## src/rtl/mlb_pkg.sv

```systemverilog
// shared constants, types and functions of the master link tester ends
package mlb_pkg;
   // ----------------------------------------------------------------
   // register map of the device end
   // ----------------------------------------------------------------
   localparam logic [7:0]  CTRL_ADDR  = 8'h00;
   localparam logic [7:0]  STAT_ADDR  = 8'h04;
   localparam logic [31:0] CTRL_RESET = 32'h00000000;
   localparam int PAT_LSB  = 0;
   localparam int ENA_BIT  = 2;
   localparam int RXEN_BIT = 3;
   localparam int TXEN_BIT = 4;
   localparam int INJ_BIT  = 5;
   localparam int CLR_BIT  = 6;
   localparam int CAP_BIT  = 7;
   localparam int SEL_LSB  = 8;
   localparam int RXINV_BIT = 10;
   localparam int TXINV_BIT = 11;
   localparam int PHASE_LSB = 12;
   localparam int LOOP_BIT  = 14;
   localparam int LOCK_BIT  = 31;
   localparam logic [1:0] SEL_RX_MSG = 2'h0;
   localparam logic [1:0] SEL_RX_ERR = 2'h1;
   localparam logic [1:0] SEL_TX_MSG = 2'h2;
   // ----------------------------------------------------------------
   // link timing and messages
   // ----------------------------------------------------------------
   localparam int SYS_CLK_NS     = 50;
   localparam int LINK_PERIOD_NS = 400;
   localparam int LINK_HALF_CYC  = LINK_PERIOD_NS / (2 * SYS_CLK_NS);
   localparam int MBIT_BITS      = 1000000;
   localparam int LOOP_GAP_BITS  = 4;
   localparam logic [7:0] MSG_START    = 8'h01;
   localparam logic [7:0] MSG_STOP     = 8'h02;
   localparam logic [7:0] MSG_START_ACK = 8'h81;
   localparam logic [7:0] MSG_BUSY_SET = 8'h82;
   localparam logic [7:0] MSG_BUSY_CLR = 8'h83;
   localparam logic [30:0] PRBS_SEED = 31'h7FFFFFFF;

   typedef enum logic [2:0] {MLB_LB_IDLE, MLB_LB_ACK, MLB_LB_SET, MLB_LB_GAP,
                             MLB_LB_CLR} mlb_lb_e;

   // ----------------------------------------------------------------
   // prbs helpers: newest bit sits in bit 0 of the history
   // ----------------------------------------------------------------
   function automatic logic mlb_prbs_fb(input logic [30:0] s, input logic [1:0] pat);
      case (pat)
         2'h0:    mlb_prbs_fb = s[6] ^ s[5];
         2'h1:    mlb_prbs_fb = s[14] ^ s[13];
         2'h2:    mlb_prbs_fb = s[22] ^ s[17];
         default: mlb_prbs_fb = s[30] ^ s[27];
      endcase
   endfunction

   function automatic logic [4:0] mlb_prbs_len(input logic [1:0] pat);
      mlb_prbs_len = 5'(8 * int'(pat) + 7);
   endfunction

   // frame on the wire: start bit 1, eight data bits msb first, even parity
   function automatic logic [9:0] mlb_frame(input logic [7:0] m);
      mlb_frame = {1'b1, m, ^m};
   endfunction
endpackage

```

## src/rtl/mlb_if.sv

```systemverilog
// serial link between the master trigger end and the concentrator end
`timescale 1ns/1ns
interface mlb_if;
   logic link_clk;
   logic link_mosi;
   logic link_miso;
   modport dev (input link_clk, input link_mosi, output link_miso);
   modport mst (output link_clk, output link_mosi, input link_miso);
endinterface

```

## src/rtl/mlb_dev.sv

```systemverilog
// concentrator end of the master link: registers, tester, counters, loopback
// ----------------------------------------------------------------
// ----------------------------------------------------------------
//
// The address map and strobed register access are this design's own decisions.
`timescale 1ns/1ns
module mlb_dev #(
   parameter int MBIT = mlb_pkg::MBIT_BITS
) (
   input  wire logic        sys_clk,
   input  wire logic        rst,
   mlb_if.dev               link,
   input  wire logic [7:0]  reg_addr,
   input  wire logic [31:0] reg_wdata,
   input  wire logic        reg_wr,
   input  wire logic        reg_rd,
   output logic [31:0]      reg_rdata,
   input  wire logic [7:0]  tx_msg,
   input  wire logic        tx_valid,
   output logic             tx_ready,
   output logic [7:0]       fwd_msg,
   output logic             fwd_valid
);
   typedef struct packed {
      logic [31:0]     ctrl;
      logic [31:0]     rdata;
      logic            c1;
      logic            c2;
      logic            cd;
      logic            d1;
      logic            d2;
      logic            win;
      logic [1:0]      idx;
      logic            bv;
      logic            rb;
      logic            rx_busy;
      logic [3:0]      rx_cnt;
      logic [7:0]      rx_sh;
      logic [7:0]      fmsg;
      logic            fvld;
      logic [9:0]      tx_sh;
      logic [3:0]      tx_cnt;
      logic            miso;
      logic            rdy;
      mlb_pkg::mlb_lb_e lb;
      logic [3:0]      gap;
      logic [30:0]     tx_lfsr;
      logic [30:0]     rx_lfsr;
      logic [30:0]     hist;
      logic [4:0]      fill;
      logic            lock;
      logic            inj;
      logic [23:0]     rx_msg;
      logic [23:0]     rx_err;
      logic [23:0]     tx_cntr;
      logic [19:0]     rx_mb;
      logic [19:0]     tx_mb;
      logic [23:0]     cap;
   } mlb_dev_s;

   mlb_dev_s r, next_r;
   logic [1:0] pat;
   logic       ena, b, e, wr_ctrl, load;
   logic [9:0] frm;

   always_comb begin
      next_r = r;
      pat = r.ctrl[mlb_pkg::PAT_LSB +: 2];
      ena = r.ctrl[mlb_pkg::ENA_BIT];
      b = 1'b0;
      e = 1'b0;
      load = 1'b0;
      frm = '0;
      wr_ctrl = reg_wr && reg_addr == mlb_pkg::CTRL_ADDR;
      next_r.fvld = 1'b0;
      next_r.bv = 1'b0;
      // ----------------------------------------------------------------
      // pin synchronisers and sampling window
      // ----------------------------------------------------------------
      next_r.c1 = link.link_clk;
      next_r.c2 = r.c1;
      next_r.cd = r.c2;
      next_r.d1 = link.link_mosi;
      next_r.d2 = r.d1;
      if (r.win) begin
         next_r.idx = r.idx + 2'h1;
         next_r.win = r.idx != 2'h3;
         if (r.idx == r.ctrl[mlb_pkg::PHASE_LSB +: 2]) begin
            next_r.rb = r.d2 ^ r.ctrl[mlb_pkg::RXINV_BIT];
            next_r.bv = 1'b1;
         end
      end
      if (r.c2 && !r.cd) begin
         next_r.win = 1'b1;
         next_r.idx = 2'h0;
      end
      // ----------------------------------------------------------------
      // receive path
      // ----------------------------------------------------------------
      if (r.bv && ena) begin
         // tester owns the inbound stream; framing is bypassed
         b = r.rb;
         next_r.hist = {r.hist[29:0], b};
         next_r.rx_mb = r.rx_mb + 20'h1;
         if (r.rx_mb == 20'(MBIT - 1)) begin
            next_r.rx_mb = 20'h0;
            next_r.rx_msg = r.rx_msg + 24'h1;
         end
         if (r.fill != mlb_pkg::mlb_prbs_len(pat)) begin
            next_r.fill = r.fill + 5'h1;
         end else if (!r.lock && r.ctrl[mlb_pkg::RXEN_BIT]) begin
            // last n bits of a maximal sequence occur once: they are the seed
            next_r.rx_lfsr = {r.hist[29:0], b};
            next_r.lock = 1'b1;
         end
         if (r.lock) begin
            // generator keeps step while compare is off, so a resume stays aligned
            e = mlb_pkg::mlb_prbs_fb(r.rx_lfsr, pat);
            next_r.rx_lfsr = {r.rx_lfsr[29:0], e};
            if (r.ctrl[mlb_pkg::RXEN_BIT] && e != b) begin
               next_r.rx_err = r.rx_err + 24'h1;
            end
         end
      end else if (r.bv) begin
         b = r.rb;
         if (!r.rx_busy) begin
            next_r.rx_busy = b;
            next_r.rx_cnt = 4'h0;
         end else if (r.rx_cnt == 4'h8) begin
            next_r.rx_busy = 1'b0;
            next_r.rx_msg = r.rx_msg + 24'h1;
            if ((^r.rx_sh) != b) begin
               next_r.rx_err = r.rx_err + 24'h1;
            end else if (r.ctrl[mlb_pkg::LOOP_BIT]) begin
               if (r.rx_sh == mlb_pkg::MSG_START) begin
                  next_r.lb = mlb_pkg::MLB_LB_ACK;
               end else if (r.rx_sh == mlb_pkg::MSG_STOP) begin
                  next_r.lb = mlb_pkg::MLB_LB_SET;
               end
            end else begin
               next_r.fmsg = r.rx_sh;
               next_r.fvld = 1'b1;
            end
         end else begin
            next_r.rx_sh = {r.rx_sh[6:0], b};
            next_r.rx_cnt = r.rx_cnt + 4'h1;
         end
      end
      if (!ena) begin
         next_r.lock = 1'b0;
         next_r.fill = 5'h0;
      end
      // ----------------------------------------------------------------
      // transmit path: one bit per received falling edge
      // ----------------------------------------------------------------
      if (!r.c2 && r.cd) begin
         if (ena && r.ctrl[mlb_pkg::TXEN_BIT]) begin
            e = mlb_pkg::mlb_prbs_fb(r.tx_lfsr, pat);
            next_r.tx_lfsr = {r.tx_lfsr[29:0], e};
            b = e ^ r.inj;
            next_r.inj = 1'b0;
            next_r.tx_mb = r.tx_mb + 20'h1;
            if (r.tx_mb == 20'(MBIT - 1)) begin
               next_r.tx_mb = 20'h0;
               next_r.tx_cntr = r.tx_cntr + 24'h1;
            end
         end else if (r.tx_cnt != 4'h0) begin
            b = r.tx_sh[9];
            next_r.tx_sh = {r.tx_sh[8:0], 1'b0};
            next_r.tx_cnt = r.tx_cnt - 4'h1;
         end else if (r.lb == mlb_pkg::MLB_LB_GAP) begin
            next_r.gap = r.gap - 4'h1;
            if (r.gap == 4'h0) begin
               next_r.lb = mlb_pkg::MLB_LB_CLR;
            end
         end
         next_r.miso = b ^ r.ctrl[mlb_pkg::TXINV_BIT];
      end
      // a load on a bit edge is safe: that edge sends an idle bit
      if (!ena && r.tx_cnt == 4'h0) begin
         case (r.lb)
            mlb_pkg::MLB_LB_ACK: begin
               frm = mlb_pkg::mlb_frame(mlb_pkg::MSG_START_ACK);
               load = 1'b1;
               next_r.lb = mlb_pkg::MLB_LB_IDLE;
            end
            mlb_pkg::MLB_LB_SET: begin
               frm = mlb_pkg::mlb_frame(mlb_pkg::MSG_BUSY_SET);
               load = 1'b1;
               next_r.lb = mlb_pkg::MLB_LB_GAP;
               next_r.gap = 4'(mlb_pkg::LOOP_GAP_BITS - 1);
            end
            mlb_pkg::MLB_LB_CLR: begin
               frm = mlb_pkg::mlb_frame(mlb_pkg::MSG_BUSY_CLR);
               load = 1'b1;
               next_r.lb = mlb_pkg::MLB_LB_IDLE;
            end
            mlb_pkg::MLB_LB_IDLE: begin
               frm = mlb_pkg::mlb_frame(tx_msg);
               load = tx_valid && r.rdy;
            end
            default: begin
               frm = '0;
            end
         endcase
         if (load) begin
            next_r.tx_sh = frm;
            next_r.tx_cnt = 4'hA;
            next_r.tx_cntr = r.tx_cntr + 24'h1;
         end
      end
      next_r.rdy = !ena && !r.ctrl[mlb_pkg::LOOP_BIT] && r.lb == mlb_pkg::MLB_LB_IDLE
                   && next_r.tx_cnt == 4'h0;
      // ----------------------------------------------------------------
      // register port and counter clear/capture
      // ----------------------------------------------------------------
      if (wr_ctrl) begin
         next_r.ctrl = reg_wdata;
         if (reg_wdata[mlb_pkg::INJ_BIT] && !r.ctrl[mlb_pkg::INJ_BIT]) begin
            next_r.inj = 1'b1;
         end
         if (reg_wdata[mlb_pkg::CAP_BIT] && !r.ctrl[mlb_pkg::CAP_BIT]) begin
            // nothing: the snapshot is taken on the falling edge
         end else if (!reg_wdata[mlb_pkg::CAP_BIT] && r.ctrl[mlb_pkg::CAP_BIT]) begin
            case (reg_wdata[mlb_pkg::SEL_LSB +: 2])
               mlb_pkg::SEL_RX_MSG: next_r.cap = r.rx_msg;
               mlb_pkg::SEL_RX_ERR: next_r.cap = r.rx_err;
               mlb_pkg::SEL_TX_MSG: next_r.cap = r.tx_cntr;
               default:             next_r.cap = r.cap;
            endcase
         end
         if (reg_wdata[mlb_pkg::CLR_BIT] && !r.ctrl[mlb_pkg::CLR_BIT]) begin
            case (reg_wdata[mlb_pkg::SEL_LSB +: 2])
               mlb_pkg::SEL_RX_MSG: next_r.rx_msg = 24'h0;
               mlb_pkg::SEL_RX_ERR: next_r.rx_err = 24'h0;
               mlb_pkg::SEL_TX_MSG: next_r.tx_cntr = 24'h0;
               default:             next_r.cap = r.cap;
            endcase
         end
      end
      next_r.rdata = 32'h0;
      if (reg_rd && reg_addr == mlb_pkg::CTRL_ADDR) begin
         next_r.rdata = r.ctrl;
      end else if (reg_rd && reg_addr == mlb_pkg::STAT_ADDR) begin
         next_r.rdata = {r.lock, 7'h0, r.cap};
      end
   end

   always_ff @(posedge sys_clk) begin
      if (rst) begin
         r <= '0;
         r.ctrl <= mlb_pkg::CTRL_RESET;
         r.tx_lfsr <= mlb_pkg::PRBS_SEED;
      end else begin
         r <= next_r;
      end
   end

   assign link.link_miso = r.miso;
   assign reg_rdata = r.rdata;
   assign tx_ready = r.rdy;
   assign fwd_msg = r.fmsg;
   assign fwd_valid = r.fvld;
endmodule

```

## src/flat_wrapper.sv

```systemverilog
// flat-port wrapper written by rule: the top's interface ports become plain ports
module mlb_dev_flat 
#(
   parameter int MBIT = mlb_pkg::MBIT_BITS
)
  (sys_clk, rst, reg_addr, reg_wdata, reg_wr, reg_rd, reg_rdata, tx_msg, tx_valid, tx_ready, fwd_msg, fwd_valid, link_link_clk, link_link_mosi, link_link_miso);
  mlb_if link_i ();
  input  wire logic sys_clk;
  input  wire logic rst;
  input  wire logic [7:0] reg_addr;
  input  wire logic [31:0] reg_wdata;
  input  wire logic reg_wr;
  input  wire logic reg_rd;
  output logic [31:0] reg_rdata;
  input  wire logic [7:0] tx_msg;
  input  wire logic tx_valid;
  output logic tx_ready;
  output logic [7:0] fwd_msg;
  output logic fwd_valid;
  input wire logic [$bits(link_i.link_clk)-1:0] link_link_clk;
  input wire logic [$bits(link_i.link_mosi)-1:0] link_link_mosi;
  output wire logic [$bits(link_i.link_miso)-1:0] link_link_miso;
  assign link_i.link_clk = link_link_clk;
  assign link_i.link_mosi = link_link_mosi;
  assign link_link_miso = link_i.link_miso;
  mlb_dev #(.MBIT(MBIT)) u_core (.sys_clk(sys_clk), .rst(rst), .link(link_i), .reg_addr(reg_addr), .reg_wdata(reg_wdata), .reg_wr(reg_wr), .reg_rd(reg_rd), .reg_rdata(reg_rdata), .tx_msg(tx_msg), .tx_valid(tx_valid), .tx_ready(tx_ready), .fwd_msg(fwd_msg), .fwd_valid(fwd_valid));
endmodule
```

## config.mk

```make
export PLATFORM = sky130hd
export DESIGN_NAME = mlb_dev_flat
export DESIGN_NICKNAME = d
export VERILOG_FILES = /design/src/rtl/mlb_pkg.sv /design/src/rtl/mlb_if.sv /design/src/rtl/mlb_dev.sv /design/src/flat_wrapper.sv
export SDC_FILE = /design/constraint.sdc
export NUM_CORES = 1
export LEC_CHECK = 0
export BUFFER_PORTS_ARGS = -buffer_cell sky130_fd_sc_hd__buf_2
export CORE_ASPECT_RATIO = 1.75
export CORE_MARGIN = 4
export CORE_UTILIZATION = 60
export CTS_CLUSTER_DIAMETER = 200
export DETAILED_ROUTE_END_ITERATION = 8
export HOLD_SLACK_MARGIN = 0.1
export PLACE_DENSITY_LB_ADDON = 0.2
export SLEW_MARGIN = 20
export SYNTH_ARGS = -nofsm -noshare
export SYNTH_HDL_FRONTEND = slang
export SYNTH_SLANG_ARGS = --single-unit
```

## constraint.sdc

```tcl
create_clock -name sys_clk -period 3.5 [get_ports sys_clk]
set_input_delay 0.35 -clock sys_clk [delete_from_list [all_inputs] [get_ports sys_clk]]
set_output_delay 0.35 -clock sys_clk [all_outputs]
set_load 0.02 [all_outputs]
```

Word level (Yosys, flattened, before mapping):

Cells that the tools add are included.

* output and inout bits: 43
* word-level logic and storage cells: 218
* input port bits: 55
* bits in registers: 354

* multiplexer cells: 76
* eq/ne operators: 22
* bitwise operators: 20
* reduce and logical (&&, ||, !) cells: 55
* add/subtract/negate cells: 11

Operators by type and width (number)
* 24-bit two-way mux: 16
* 48-bit two-way mux: 4
* 31-bit two-way mux: 4
* 73-bit two-way mux: 1
* 24-bit by 1-bit adder with 24-bit output, second input constant: 3
* 72-bit two-way mux: 1
* 24-bit one-hot mux with 3 select lines: 1
* 32-bit two-way mux: 2
* 14-bit two-way mux: 4
* 20-bit by 1-bit adder with 20-bit output, second input constant: 2
* 20-bit == test, second input constant: 2
* 20-bit two-way mux: 2
* 10-bit one-hot mux with 4 select lines: 1
* 38-bit two-way mux: 1
* 3-bit two-way mux: 10
* 7-bit two-way mux: 4
* 1-bit logical AND: 18
* 8-bit parity: 2
* 1-bit two-way mux: 15
* 15-bit two-way mux: 1
* 4-bit logical NOT: 3
* 12-bit two-way mux: 1
* 1-bit XOR: 11
* 5-bit two-way mux: 2
* 38 further kinds: 73

Depth between registers and ports, before layout:

Gate-level depths: netlist of run 1.

* word-level depth: 16
* depth in mapped cells: 10
* mapped depth without buffers: 8

Least setup slack after synthesis of run 1:

Ideal clock, no wire load.

* kind: reg-to-reg
* start point: register u_core.r[245] (netlist bit)
* end point: register u_core.r[85] (netlist bit)
* path slack: 1.013 ns
* path buffers: 2
* cell stages (with the launch flop): 11
* library setup time: 0.128 ns
* required time: 3.372 ns
* arrival time: 2.359 ns
* clock period less this slack: 2.487 ns
* cells stage by stage: dfxtp_1 inv_1 ha_1 or4b_4 or3_1 buf_2 o31a_1 buf_4 nor4_1 xnor2_1 nor2_1

* word-level cells in the longest chain between the ends: 6

Ends and longest elaborated chain
* start: declaration: line mlb_dev.sv:61 `mlb_dev_s r, next_r;`
* start signal: assignment: line mlb_dev.sv:255 `r <= next_r;`
* 4-bit logical NOT *: line mlb_dev.sv:180 `if (!ena && r.tx_cnt == 4'h0) begin`
* 1-bit logical AND *: line mlb_dev.sv:180
* 24-bit two-way mux *: line mlb_dev.sv:180
* 24-bit two-way mux: line mlb_dev.sv:233 `case (reg_wdata[mlb_pkg::SEL_LSB +: 2])`
* 72-bit two-way mux: line mlb_dev.sv:232 `if (reg_wdata[mlb_pkg::CLR_BIT] && !r.ctrl[mlb_pkg::CLR_BIT]) begin`
* 73-bit two-way mux *: line mlb_dev.sv:217 `if (wr_ctrl) begin`

Mark *: on every way between the ends. The rest lies on a longest branch, timed or not.
A chain may end at the register's enable or synchronous reset.

Final worst setup path of run 1:

* start point: register u_core.r[270] (netlist bit)
* end point: register u_core.r (netlist bit u_core.fwd_msg[7])

* word-level cells in the longest chain between the ends: 4

Ends and longest elaborated chain
* 8-bit parity: line mlb_dev.sv:132 `if ((^r.rx_sh) != b) begin`
* 1-bit inequality test: line mlb_dev.sv:132
* 1-bit NOT (no line)
* 6-bit AND reduction (no line)

No other way between the ends.

==> results.md, run 1 <==
- Post-synth EDFFs: 0
- Hold EP: u_core.r[331]
- # IOs: 98
- Crit-path max cell delay: 0.62 ns
- Initial antenna violation count: 1
- Worst Tran Pin Value: 1.06 ns
- Hold Vio Cnt, Final: 0
- Wire length per cell: 16.8 um
- R2R Path Start: u_core.r[270]
- Slew Limit Fails: 0
- Die ar.: 28600 sq um
- Hold Crit Class: in -> reg
- Pwr dens: 482 nW/um^2
- Crit path kind: reg -> reg
- Placed instance area: 15900 sq um
- CP Cell Sequence: inv_1 -> ha_1 -> xnor3_1 -> xnor2_1 -> nand3b_1 -> a21oi_1 -> nor2_1
- Clock Skews: 0.0163 ns
- Clk buf depth: 3
- Vias in the first global route: 12500
- Syn nets: 1929
- Sequential fraction of the synthesis area: 0.456
- Commonest non-fill, non-tap cell in the layout: dfxtp_1
- Residual DRC: 0
- # setup viols final: 0
- Reg2reg setup slack: 0.72 ns
- Mapped Cells: 1854
- Root Buffer: clkbuf_16
- FF-to-FF path depth: 7
- Cell Area, Synth: 15500 sq um
- H-tree Lvls: 2
- DIE HEIGHT: 221 um
- Number of synthesized register bits: 354
- Die width: 130 um
- CP arrival: 3.18 ns
- MaxCap Viol Count: 0
- DR iter-0 viols: 823
- Area growth syn-to-layout: 12.0%
- Total area of sequential cells: 7090 sq um
- Startpoint Class: flop
- Critical Path End Type: flop
- Top Family by Delay on Critical Path: XOR/XNOR gates
- Drt first pass iters: 7
- Num CTS Buffers: 34
- Unrepaired setup endpoints after global routing: false
- Async set or reset register ratio after synthesis: 0
- Grt ovf: 0
- Largest net degree at the start of global routing: 73
- RR Endpoint: u_core.fwd_msg[7]
- Total track usage: 0.259
- Fin crit share: 0.793
- Layout cells sized above 1: 0.105
- Post-synth top flop: dfxtp_1
- Yosys warns: 0
- CP required: 3.90 ns
- Setup TNS: 0 ns
- Routed Antenna Nets: 0
- Worst vdd ir: 0.412 mV
- Vias/cell: 5.84
- Slew HR: 0.291
- DPL Wire Length: 25300 um
- Final WL: 37500 um
- Crit path time final: 2.78 ns
- Area of the multi-input gates: 7610 sq um
- HP Start: reg_wdata[8]
- Peak Freq: 0.360 GHz
- Post-synth cell types: 62
- Most frequent cells in the layout: dfxtp_1 (353), nand2_1 (274), nor2_1 (220), a21oi_1 (175), buf_2 (96)
- Worst-path clk slew: 0.07 ns
- Worst path slowest cell: xnor2_1
- Final Instance Area: 17400 sq um
- Clock Latency Late Sink: 0.52 ns
- Core Rows: 77
- Final hold slack: 0.119 ns
- WP buf/inv: 1
- Global-route wire length before repair: 61500 um
- Synth Area per Inst: 8.38 sq um
- Input/output buffers: 97
- Initial Util: 0.611
- Clk sinks: 354
- Placer Congestion: 0.896
- Status: finished clean
- CP Max Fanout: 17
- Core area: 25400 sq um
- Hold depth: 3
- NumNets Final: 1971
- Leakage: 0.00616 uW
- CTS tree: done
- Layout fillers: 2081
- Vias: 13000
worst max-delay path by stage:
stage | cells past startpoint | startpoint | endpoint
after global placement | 7 | u_core.r[270] | u_core.fwd_msg[1]
after detailed placement | 7 | u_core.r[270] | u_core.fwd_msg[7]
final | 7 | u_core.r[270] | u_core.fwd_msg[7]
after global routing | 8 | u_core.r[270] | u_core.fwd_msg[4]
after CTS | 7 | u_core.r[270] | u_core.fwd_msg[7]
after floorplan | 10 | u_core.r[245] | u_core.r[85]
metrics by stage:
step           power, uW  cells   util  setup slack [ns]
2_1_floorplan       4570   1854      -              1.01
5_1_grt             8660   2232  0.684             0.478
4_1_cts             8450   2231  0.684             0.737
6_report            8380   2232  0.684             0.723
3_5_place_dp        4710   2140  0.625             0.729
3_3_place_gp        4700   2140  0.625             0.845
cell usage after synthesis (all sizes together) (34+ instances only):
cell type	count	area, sq um
dfxtp	354	7090
nand2	274	1030
nor2	221	830
a21oi	175	876
clkbuf	99	372
nand3	79	413
mux2i	64	641
a211oi	58	435
xor2	54	473
buf	53	360
o21ai	46	230
xnor2	43	377
or3	36	230
inv	34	128
logic make-up after synthesis:
kind of cell,after synthesis,share of synthesized area
compound gates,352,0.137
flops,354,0.456
simple gates,777,0.235
buf+inv,186,0.0553
mux,66,0.0441
xor+xnor,98,0.0561
fa+ha+maj,21,0.0168
where the power goes:
part / total, uW / leakage (uW) / internal, uW / switching (uW)
combinational: 518 / 0.00274 / 202 / 316
sequential: 4140 / 0.00285 / 4090 / 51.2
clock: 3730 / 0.000561 / 2210 / 1520
tightest hold or removal path: cells and delay by family:
family / cells / cell delay [ns]
compound gates: 1 / 0.05
simple gates: 1 / 0.06
buf+inv: 1 / 0.13
registers in the layout (all words and copies together) (netlist names):
name and count:
u_core.r 305, u_core.link.link_miso 1, u_core.reg_rdata 32, u_core.fwd_valid 1
u_core.pat 2, u_core.ena 1, u_core.fwd_msg 8, u_core.tx_ready 1
u_core.next_r 3
final cells by class:
type | instances | share of cell area
inverter | 34 | 0.00734
clock buffer | 47 | 0.0594
tap | 316 | 0.0227
antenna | 1 | 0.000144
timing repair buffer | 158 | 0.0598
clock inverter | 8 | 0.00597
multi-input combinational | 1314 | 0.437
sequential | 354 | 0.407
what timing repair did:
action | in CTS | in global routing
endpoints found under the hold margin | 36 | 0
buffers inserted | 0 | 0
hold buffers | 36 | 0
resized for setup | 0 | 0
layer usage:
metal  up-vias  global-route usage  part of all wire
met5         -                   0                 0
met4         0               0.115             0.047
met3       105              0.0376             0.046
met2       351               0.463              0.52
met1      6134               0.299              0.39
li1       6452                   -                 -
(Power assumes the default switching activity.)
==> inputs of run 2 (changes only) <==
--- a/config.mk
+++ b/config.mk
@@ -5,10 +5,11 @@
 export SDC_FILE = /design/constraint.sdc
 export NUM_CORES = 1
 export LEC_CHECK = 0
+export ABC_AREA = 1
 export BUFFER_PORTS_ARGS = -buffer_cell sky130_fd_sc_hd__buf_2
 export CORE_ASPECT_RATIO = 1.75
 export CORE_MARGIN = 4
-export CORE_UTILIZATION = 60
+export CORE_UTILIZATION = 55
 export CTS_CLUSTER_DIAMETER = 200
 export DETAILED_ROUTE_END_ITERATION = 8
 export HOLD_SLACK_MARGIN = 0.1
==> constraint.sdc (replaced) <==
create_clock -name sys_clk -period 2.5 [get_ports sys_clk]
set_input_delay 0.25 -clock sys_clk [delete_from_list [all_inputs] [get_ports sys_clk]]
set_output_delay 0.25 -clock sys_clk [all_outputs]
set_load 0.02 [all_outputs]
==> results.md, run 2 <==
- Synth Area per Inst: 7.16 sq um (-15%)
- Vias in the first global route: 14600 (+16%)
- Reg2reg setup slack: 0.31 ns (-0.41 ns)
- Crit path time final: 2.19 ns (-0.592 ns)
- Cell with the most instances after synthesis: nand2_1
- Power, Total: 12200 uW (+46%)
- Vias/cell: 5.52 (-5.6%)
- Core area: 29400 sq um (+16%)
- CP Max Fanout: 23 (+6)
- Wire length per cell: 16.0 um (-4.6%)
- Clock Skews: 0.0204 ns (+0.00402 ns)
- Crit path kind: reg -> reg
- Core Rows: 83 (+7.8%)
- Largest register by flop count: u_core.r
- DR iter-0 viols: 1050 (+28%)
- Residual DRC: 0 (unchanged)
- Root Buffer: clkbuf_16
- Critical Path End Type: flop
- Clock Latency Late Sink: 0.53 ns (about the same)
- Input/output buffers: 97 (unchanged)
- NumNets Final: 2446 (+24%)
- Total area of sequential cells: 7090 sq um (unchanged)
- Slew HR: 0.556 (+0.264)
- Die width: 139 um (+7.1%)
- R2R Path Start: u_core.r[44]
- Sequential fraction of the synthesis area: 0.431 (-0.0257)
- FF-to-FF path depth: 10 (+3)
- Post-synth top flop: dfxtp_1
- Most frequent cells in the layout: nand2_1 (405), dfxtp_1 (353), inv_1 (297), a21oi_1 (222), nor2_1 (221)
- Routed Antenna Nets: 0 (unchanged)
- H-tree Lvls: 2 (unchanged)
- Status: finished clean
- Post-synth cell types: 45 (-27%)
- CP required: 2.91 ns (-0.99 ns)
- Area growth syn-to-layout: 13.6%
- HP Start: reg_wr
- Hold depth: 4 (+1)
- Clk buf depth: 3 (unchanged)
- Worst vdd ir: 0.653 mV (+58%)
- Layout cells sized above 1: 0.0973 (-0.00767)
- # IOs: 98 (unchanged)
- Synth top area cells: dfxtp_1 (43%), nand2_1 (9.3%), inv_1 (6.8%)
- Vias: 15300 (+17%)
- Sw frac: 0.230 (+0.00502)
- Hold EP: u_core.r[330]
- Unrepaired setup endpoints after global routing: false
- Clk pwr share: 0.460 (+0.015)
- Peak Freq: 0.458 GHz (+27%)
- Internal power: 9390 uW (+45%)
- Placer Congestion: 0.937 (+4.5%)
- CTS tree: done
- Pwr dens: 653 nW/um^2 (+35%)
- Async set or reset register ratio after synthesis: 0 (unchanged)
- Cell Area, Synth: 16500 sq um (+6.0%)
- Yosys warns: 0 (unchanged)
- Mapped Cells: 2298 (+24%)
- Final WL: 44400 um (+19%)
- Diodes inserted: 0 (-1)
- Area of the multi-input gates: 7520 sq um (-1.1%)
- Largest register FFs: 305 (unchanged)
- # setup viols final: 0 (unchanged)
- NetSw: 2810 uW (+49%)
- Hold Vio Cnt, Final: 0 (unchanged)
- Drt first pass iters: 7 (unchanged)
- Initial antenna violation count: 0 (-1)
- Syn nets: 2373 (+23%)
- Fin crit share: 0.874 (+0.0806)
- Clk sinks: 354 (unchanged)
- Final worst setup slack: 0.315 ns (-0.408 ns)
- Yosys top cell area share: 0.431 (-0.0257)
- MaxCap Viol Count: 0 (unchanged)
- Commonest non-fill, non-tap cell in the layout: nand2_1
- DIE HEIGHT: 237 um (+7.2%)
- Post-synth EDFFs: 0 (unchanged)
- Layout fillers: 2623 (+26%)
- Logic pwr share: 0.066 (+0.004)
- RR Endpoint: u_core.r[118]
- DPL Wire Length: 31600 um (+25%)
- Worst Tran Pin Value: 0.665 ns (-0.396 ns)
- Pre-CTS WS: 0.206 ns (-0.523 ns)
- Leakage: 0.00733 uW (+19%)
- Initial Util: 0.560 (-0.0506)
- Number of synthesized register bits: 354 (unchanged)
- Seq pwr share: 0.474 (-0.020)
- Die ar.: 32900 sq um (+15%)
- Largest area contributor in the netlist: dfxtp_1
- Setup TNS: 0 ns (unchanged)
- Slew Limit Fails: 0 (unchanged)
- Startpoint Class: flop
- Num CTS Buffers: 34 (unchanged)
- Hold Crit Class: in -> reg
- Worst-path clk slew: 0.06 ns (about the same)
- CP arrival: 2.60 ns (-0.58 ns)
- Post-synth top cells: nand2_1 (406), dfxtp_1 (354), inv_1 (298), a21oi_1 (222), nor2_1 (221)
- Global-route wire length before repair: 71700 um (+17%)
- Total track usage: 0.262 (+0.00353)
- Post-CTS Setup Inserts: 0 (unchanged)
- Grt ovf: 0 (unchanged)
- Largest net degree at the start of global routing: 70 (-4.1%)
run 2: changes by cell type after synthesis, sizes merged, moves of 21 or more:
cell / before / now
o21ai: 46 / 168
inv: 34 / 304
a21oi: 175 / 223
mux2i: 64 / 0
a22oi: 27 / 0
nand2: 274 / 415
xnor2: 43 / 15
nand3: 79 / 147
or3: 36 / 0
xor2: 54 / 28
o22ai: 1 / 22
nor3: 24 / 57
run 2: worst max-delay path, cell delays in order (launching register included):
cell and delay (ns):
dfxtp_1 0.37, ha_1 0.19, nand2_1 0.09, nor2_1 0.13
nand2_1 0.10, nor4_1 0.27, nand3_1 0.23, nand2_4 0.28
inv_2 0.15, nor3_1 0.18, nor2_1 0.07
run 2: layout make-up:
class | instances | share of cell area
Clock buffer | 45 | 0.0522
Clock inverter | 15 | 0.0124
Inverter | 306 | 0.0617
Multi-Input combinational cell | 1494 | 0.402
Sequential cell | 354 | 0.379
Tap cell | 382 | 0.0256
Timing Repair Buffer | 181 | 0.0669
run 2: repair_timing:
action / CTS / global route
hold buffers: 43 / 0
hold endpoints to repair: 44 / 0
gates resized for setup: 0 / 1
endpoints found under the setup margin: 0 / 3
run 2: per-layer routing:
metal | GRT usage | wire [um]
met1 | 0.284 | 16800
met2 | 0.489 | 23100
met3 | 0.0285 | 1700
met5 | 0 | 0
met4 | 0.152 | 2850
run 2: stage by stage:
stage,cells,cell area (sq um),util,hold slack (ns)
after floorplan,2298,16500,-,0.357
after global placement,2674,17100,0.580,0.395
after detailed placement,2674,17100,0.580,0.398
after CTS,2777,18700,0.636,0.107
after global routing,2777,18700,0.636,0.147
final,2777,18700,0.636,0.124
run 2: how the worst max path moves through the flow:
stage / from / end / cells past startpoint
after floorplan: u_core.r[44] / u_core.r[132] / 11
after global placement: u_core.r[44] / u_core.r[118] / 10
after detailed placement: u_core.r[44] / u_core.r[134] / 10
after CTS: u_core.r[44] / u_core.r[134] / 10
after global routing: u_core.r[44] / u_core.r[125] / 11
final: u_core.r[44] / u_core.r[118] / 10
run 2: power groups by stage:
stage	sequential, uW	combinational, uW	clock (uW)
2_1_floorplan	5910	509	0
3_3_place_gp	5910	725	0
3_5_place_dp	5910	739	0
4_1_cts	5780	801	5690
5_1_grt	5790	900	5920
6_report	5780	807	5610
run 2: kinds of logic (layout without fill, tap and decap cells):
| family | after synthesis | in the layout | synth area share |
|---|---|---|---|
| AOI/OAI and AO/OA | 520 | 520 | 0.176 |
| xor gates and xnor gates | 43 | 43 | 0.0229 |
| adders and majority gates | 20 | 20 | 0.0152 |
| buffers and inverters | 450 | 547 | 0.113 |
| DFF | 354 | 354 | 0.431 |
| and+or+nand+nor | 911 | 911 | 0.242 |
==> inputs of run 3 (changes only) <==
--- a/config.mk
+++ b/config.mk
@@ -9,10 +9,9 @@
 export BUFFER_PORTS_ARGS = -buffer_cell sky130_fd_sc_hd__buf_2
 export CORE_ASPECT_RATIO = 1.75
 export CORE_MARGIN = 4
-export CORE_UTILIZATION = 55
+export CORE_UTILIZATION = 60
 export CTS_CLUSTER_DIAMETER = 200
 export DETAILED_ROUTE_END_ITERATION = 8
-export HOLD_SLACK_MARGIN = 0.1
 export PLACE_DENSITY_LB_ADDON = 0.2
 export SLEW_MARGIN = 20
 export SYNTH_ARGS = -nofsm -noshare
==> constraint.sdc (replaced) <==
create_clock -name sys_clk -period 2.2 [get_ports sys_clk]
set_input_delay 0.22 -clock sys_clk [delete_from_list [all_inputs] [get_ports sys_clk]]
set_output_delay 0.22 -clock sys_clk [all_outputs]
set_load 0.02 [all_outputs]
==> results.md, run 3 (synthesis results as in run 2) <==
- Clock Latency Late Sink: 0.57 ns (+0.04 ns)
- Vias in the first global route: 14800 (+1.2%)
- Fin crit share: 0.907 (+0.0335)
- Crit-path max cell delay: 0.37 ns (about the same)
- Peak Freq: 0.501 GHz (+9.4%)
- Core area: 27100 sq um (-7.7%)
- Input/output buffers: 97 (unchanged)
- Initial antenna violation count: 0 (unchanged)
- Cell total after placement: 2688 (+0.52%)
- Routed Antenna Nets: 0 (unchanged)
- Worst-path clk slew: 0.07 ns (about the same)
- DIE HEIGHT: 227 um (-4.1%)
- CP arrival: 2.46 ns (-0.14 ns)
- Residual DRC: 0 (unchanged)
- Largest register by flop count: u_core.r
- Crit path kind: reg -> reg
- Most frequent cells in the layout: nand2_1 (404), dfxtp_1 (349), inv_1 (297), a21oi_1 (221), nor2_1 (220)
- GRT busiest layer: met2
- Diodes inserted: 0 (unchanged)
- Grt ovf: 0 (unchanged)
- Drt first pass iters: 5 (-2)
- Leakage: 0.00740 uW (+1.0%)
- Initial Util: 0.607 (+0.0467)
- Vias/cell: 5.52 (about the same)
- Placer Congestion: 0.963 (+2.8%)
- CTS tree: done
- H-tree Lvls: 1 (-1)
- Wire length per cell: 15.7 um (-1.6%)
- Clk sinks: 354 (unchanged)
- CP required: 2.66 ns (-0.25 ns)
- DR iter-0 viols: 835 (-20%)
- Final worst setup slack: 0.204 ns (-0.111 ns)
- Core Rows: 80 (-3.6%)
- Largest net degree at the start of global routing: 118 (+69%)
- Num CTS Buffers: 31 (-8.8%)
- Clock Skews: 0.00934 ns (-0.0110 ns)
- Layout cells sized above 1: 0.114 (+0.0165)
- Reg2reg setup slack: 0.20 ns (-0.11 ns)
- DPL Wire Length: 31200 um (-1.3%)
- MaxCap Viol Count: 0 (unchanged)
- Worst Tran Pin Value: 0.669 ns (+0.00408 ns)
- Worst path slowest cell: dfxtp_1
- CP Max Fanout: 4 (-83%)
- Met1 Use GR: 0.315 (+0.0316)
- Root Buffer: clkbuf_16
- Top cell by count, worst path: nor2_1
- Die width: 133 um (-4.0%)
- # IOs: 98 (unchanged)
- Top Family by Delay on Critical Path: simple AND/OR/NAND/NOR gates
- Commonest non-fill, non-tap cell in the layout: nand2_1
- Vias: 15300 (+0.11%)
- Slew HR: 0.554 (-0.00197)
- Critical Path End Type: flop
- Post-route insts no fill: 2778 (+0.036%)
- Stages on the worst setup path: 9 (-1)
- CP Cell Sequence: ha_1 -> inv_1 -> nor3_1 -> nand3_1 -> nor2_1 -> nand4_1 -> nor2_2 -> xor2_1 -> nor2_1
- NumNets Final: 2461 (+0.61%)
- Pwr dens: 706 nW/um^2 (+8.2%)
- Clk buf depth: 3 (unchanged)
- WP buf/inv: 1 (unchanged)
- FF-to-FF path depth: 9 (-1)
- M2 GR Usage: 0.528 (+0.0391)
- Global-route wire length before repair: 70300 um (-1.9%)
- Layout Utilization: 0.694 (+0.0573)
- Status: finished clean
- Total area of sequential cells: 7090 sq um (about the same)
- Setup TNS: 0 ns (unchanged)
- Slew Limit Fails: 0 (unchanged)
- Area growth syn-to-layout: 14.3%
- Die ar.: 30300 sq um (-8.0%)
- Area of the multi-input gates: 7590 sq um (+0.86%)
- Routing usage on met3: 0.0268 (-0.00173)
- Power, Total: 13300 uW (+8.8%)
- Pre-CTS WS: 0.0689 ns (-0.137 ns)
- Final WL: 43700 um (-1.6%)
- Crit path time final: 2.00 ns (-0.189 ns)
- Hold depth: 3 (-1)
- Startpoint Class: flop
- Hold Crit Class: in -> reg
- Total track usage: 0.281 (+0.0186)
- Layout fillers: 2274 (-13%)
- Unrepaired setup endpoints after global routing: true
- Largest register FFs: 305 (unchanged)
- # setup viols final: 0 (unchanged)
- Worst vdd ir: 0.699 mV (+7.1%)
- Hold Vio Cnt, Final: 0 (unchanged)
[run 3: changes by cell type in the layout (fill, tap and decap cells not counted), moves of 3 or more]
cell	previous run	this run
clkbuf_1	6	3
clkbuf_16	37	31
clkbuf_8	2	7
buf_4	40	63
dlygate4sd3_1	43	31
dfxtp_1	353	349
dfxtp_2	1	5
buf_12	2	9
[run 3: repair_timing]
| action | 4_1_cts | 5_1_grt |
|---|---|---|
| gates resized for setup | 0 | 15 |
| hold endpoints to repair | 32 | 0 |
| hold buffers | 31 | 0 |
| setup endpoints to repair | 0 | 40 |
| buffers inserted | 0 | 3 |
[run 3: worst paths after layout]
| check | from | end |
|---|---|---|
| setup / recovery | u_core.r[64] | u_core.r[82] |
| hold / removal | reg_wdata[27] | u_core.r[350] |
| setup reg to reg | u_core.r[64] | u_core.r[82] |
| hold reg to reg | u_core.next_r[289] | u_core.next_r[288] |
[run 3: power by group]
group / switching (uW) / total, uW / internal [uW]
clock network: 2440 / 5730 / 3290
logic: 612 / 967 / 355
registers: 68.4 / 6580 / 6510
total: 3120 / 13300 / 10200
[run 3: layout make-up]
cell class,count,share of cell area
Multi-Input combinational cell,1494,0.403
Inverter,306,0.0613
Tap cell,369,0.0245
Sequential cell,354,0.377
Clock inverter,15,0.0102
Clock buffer,41,0.0469
Timing Repair Buffer,199,0.0767
[run 3: stage by stage]
stage | hold WS (ns) | instance area, sq um
6_report | 0.000894 | 18800
5_1_grt | 0.0161 | 18800
4_1_cts | 0.00225 | 18700
3_5_place_dp | 0.404 | 17300
3_3_place_gp | 0.411 | 17300
2_1_floorplan | 0.327 | 16500
[run 3: tightest hold or removal path: stages]
cell and delay [ns]:
buf_2 0.08, o21ai_0 0.09, a21oi_1 0.13
[run 3: per-layer routing]
layer / share of wire / vias to the layer above
li1: - / 7685
met1: 0.39 / 7120
met2: 0.52 / 403
met3: 0.042 / 126
met4: 0.052 / 0
met5: 0 / -
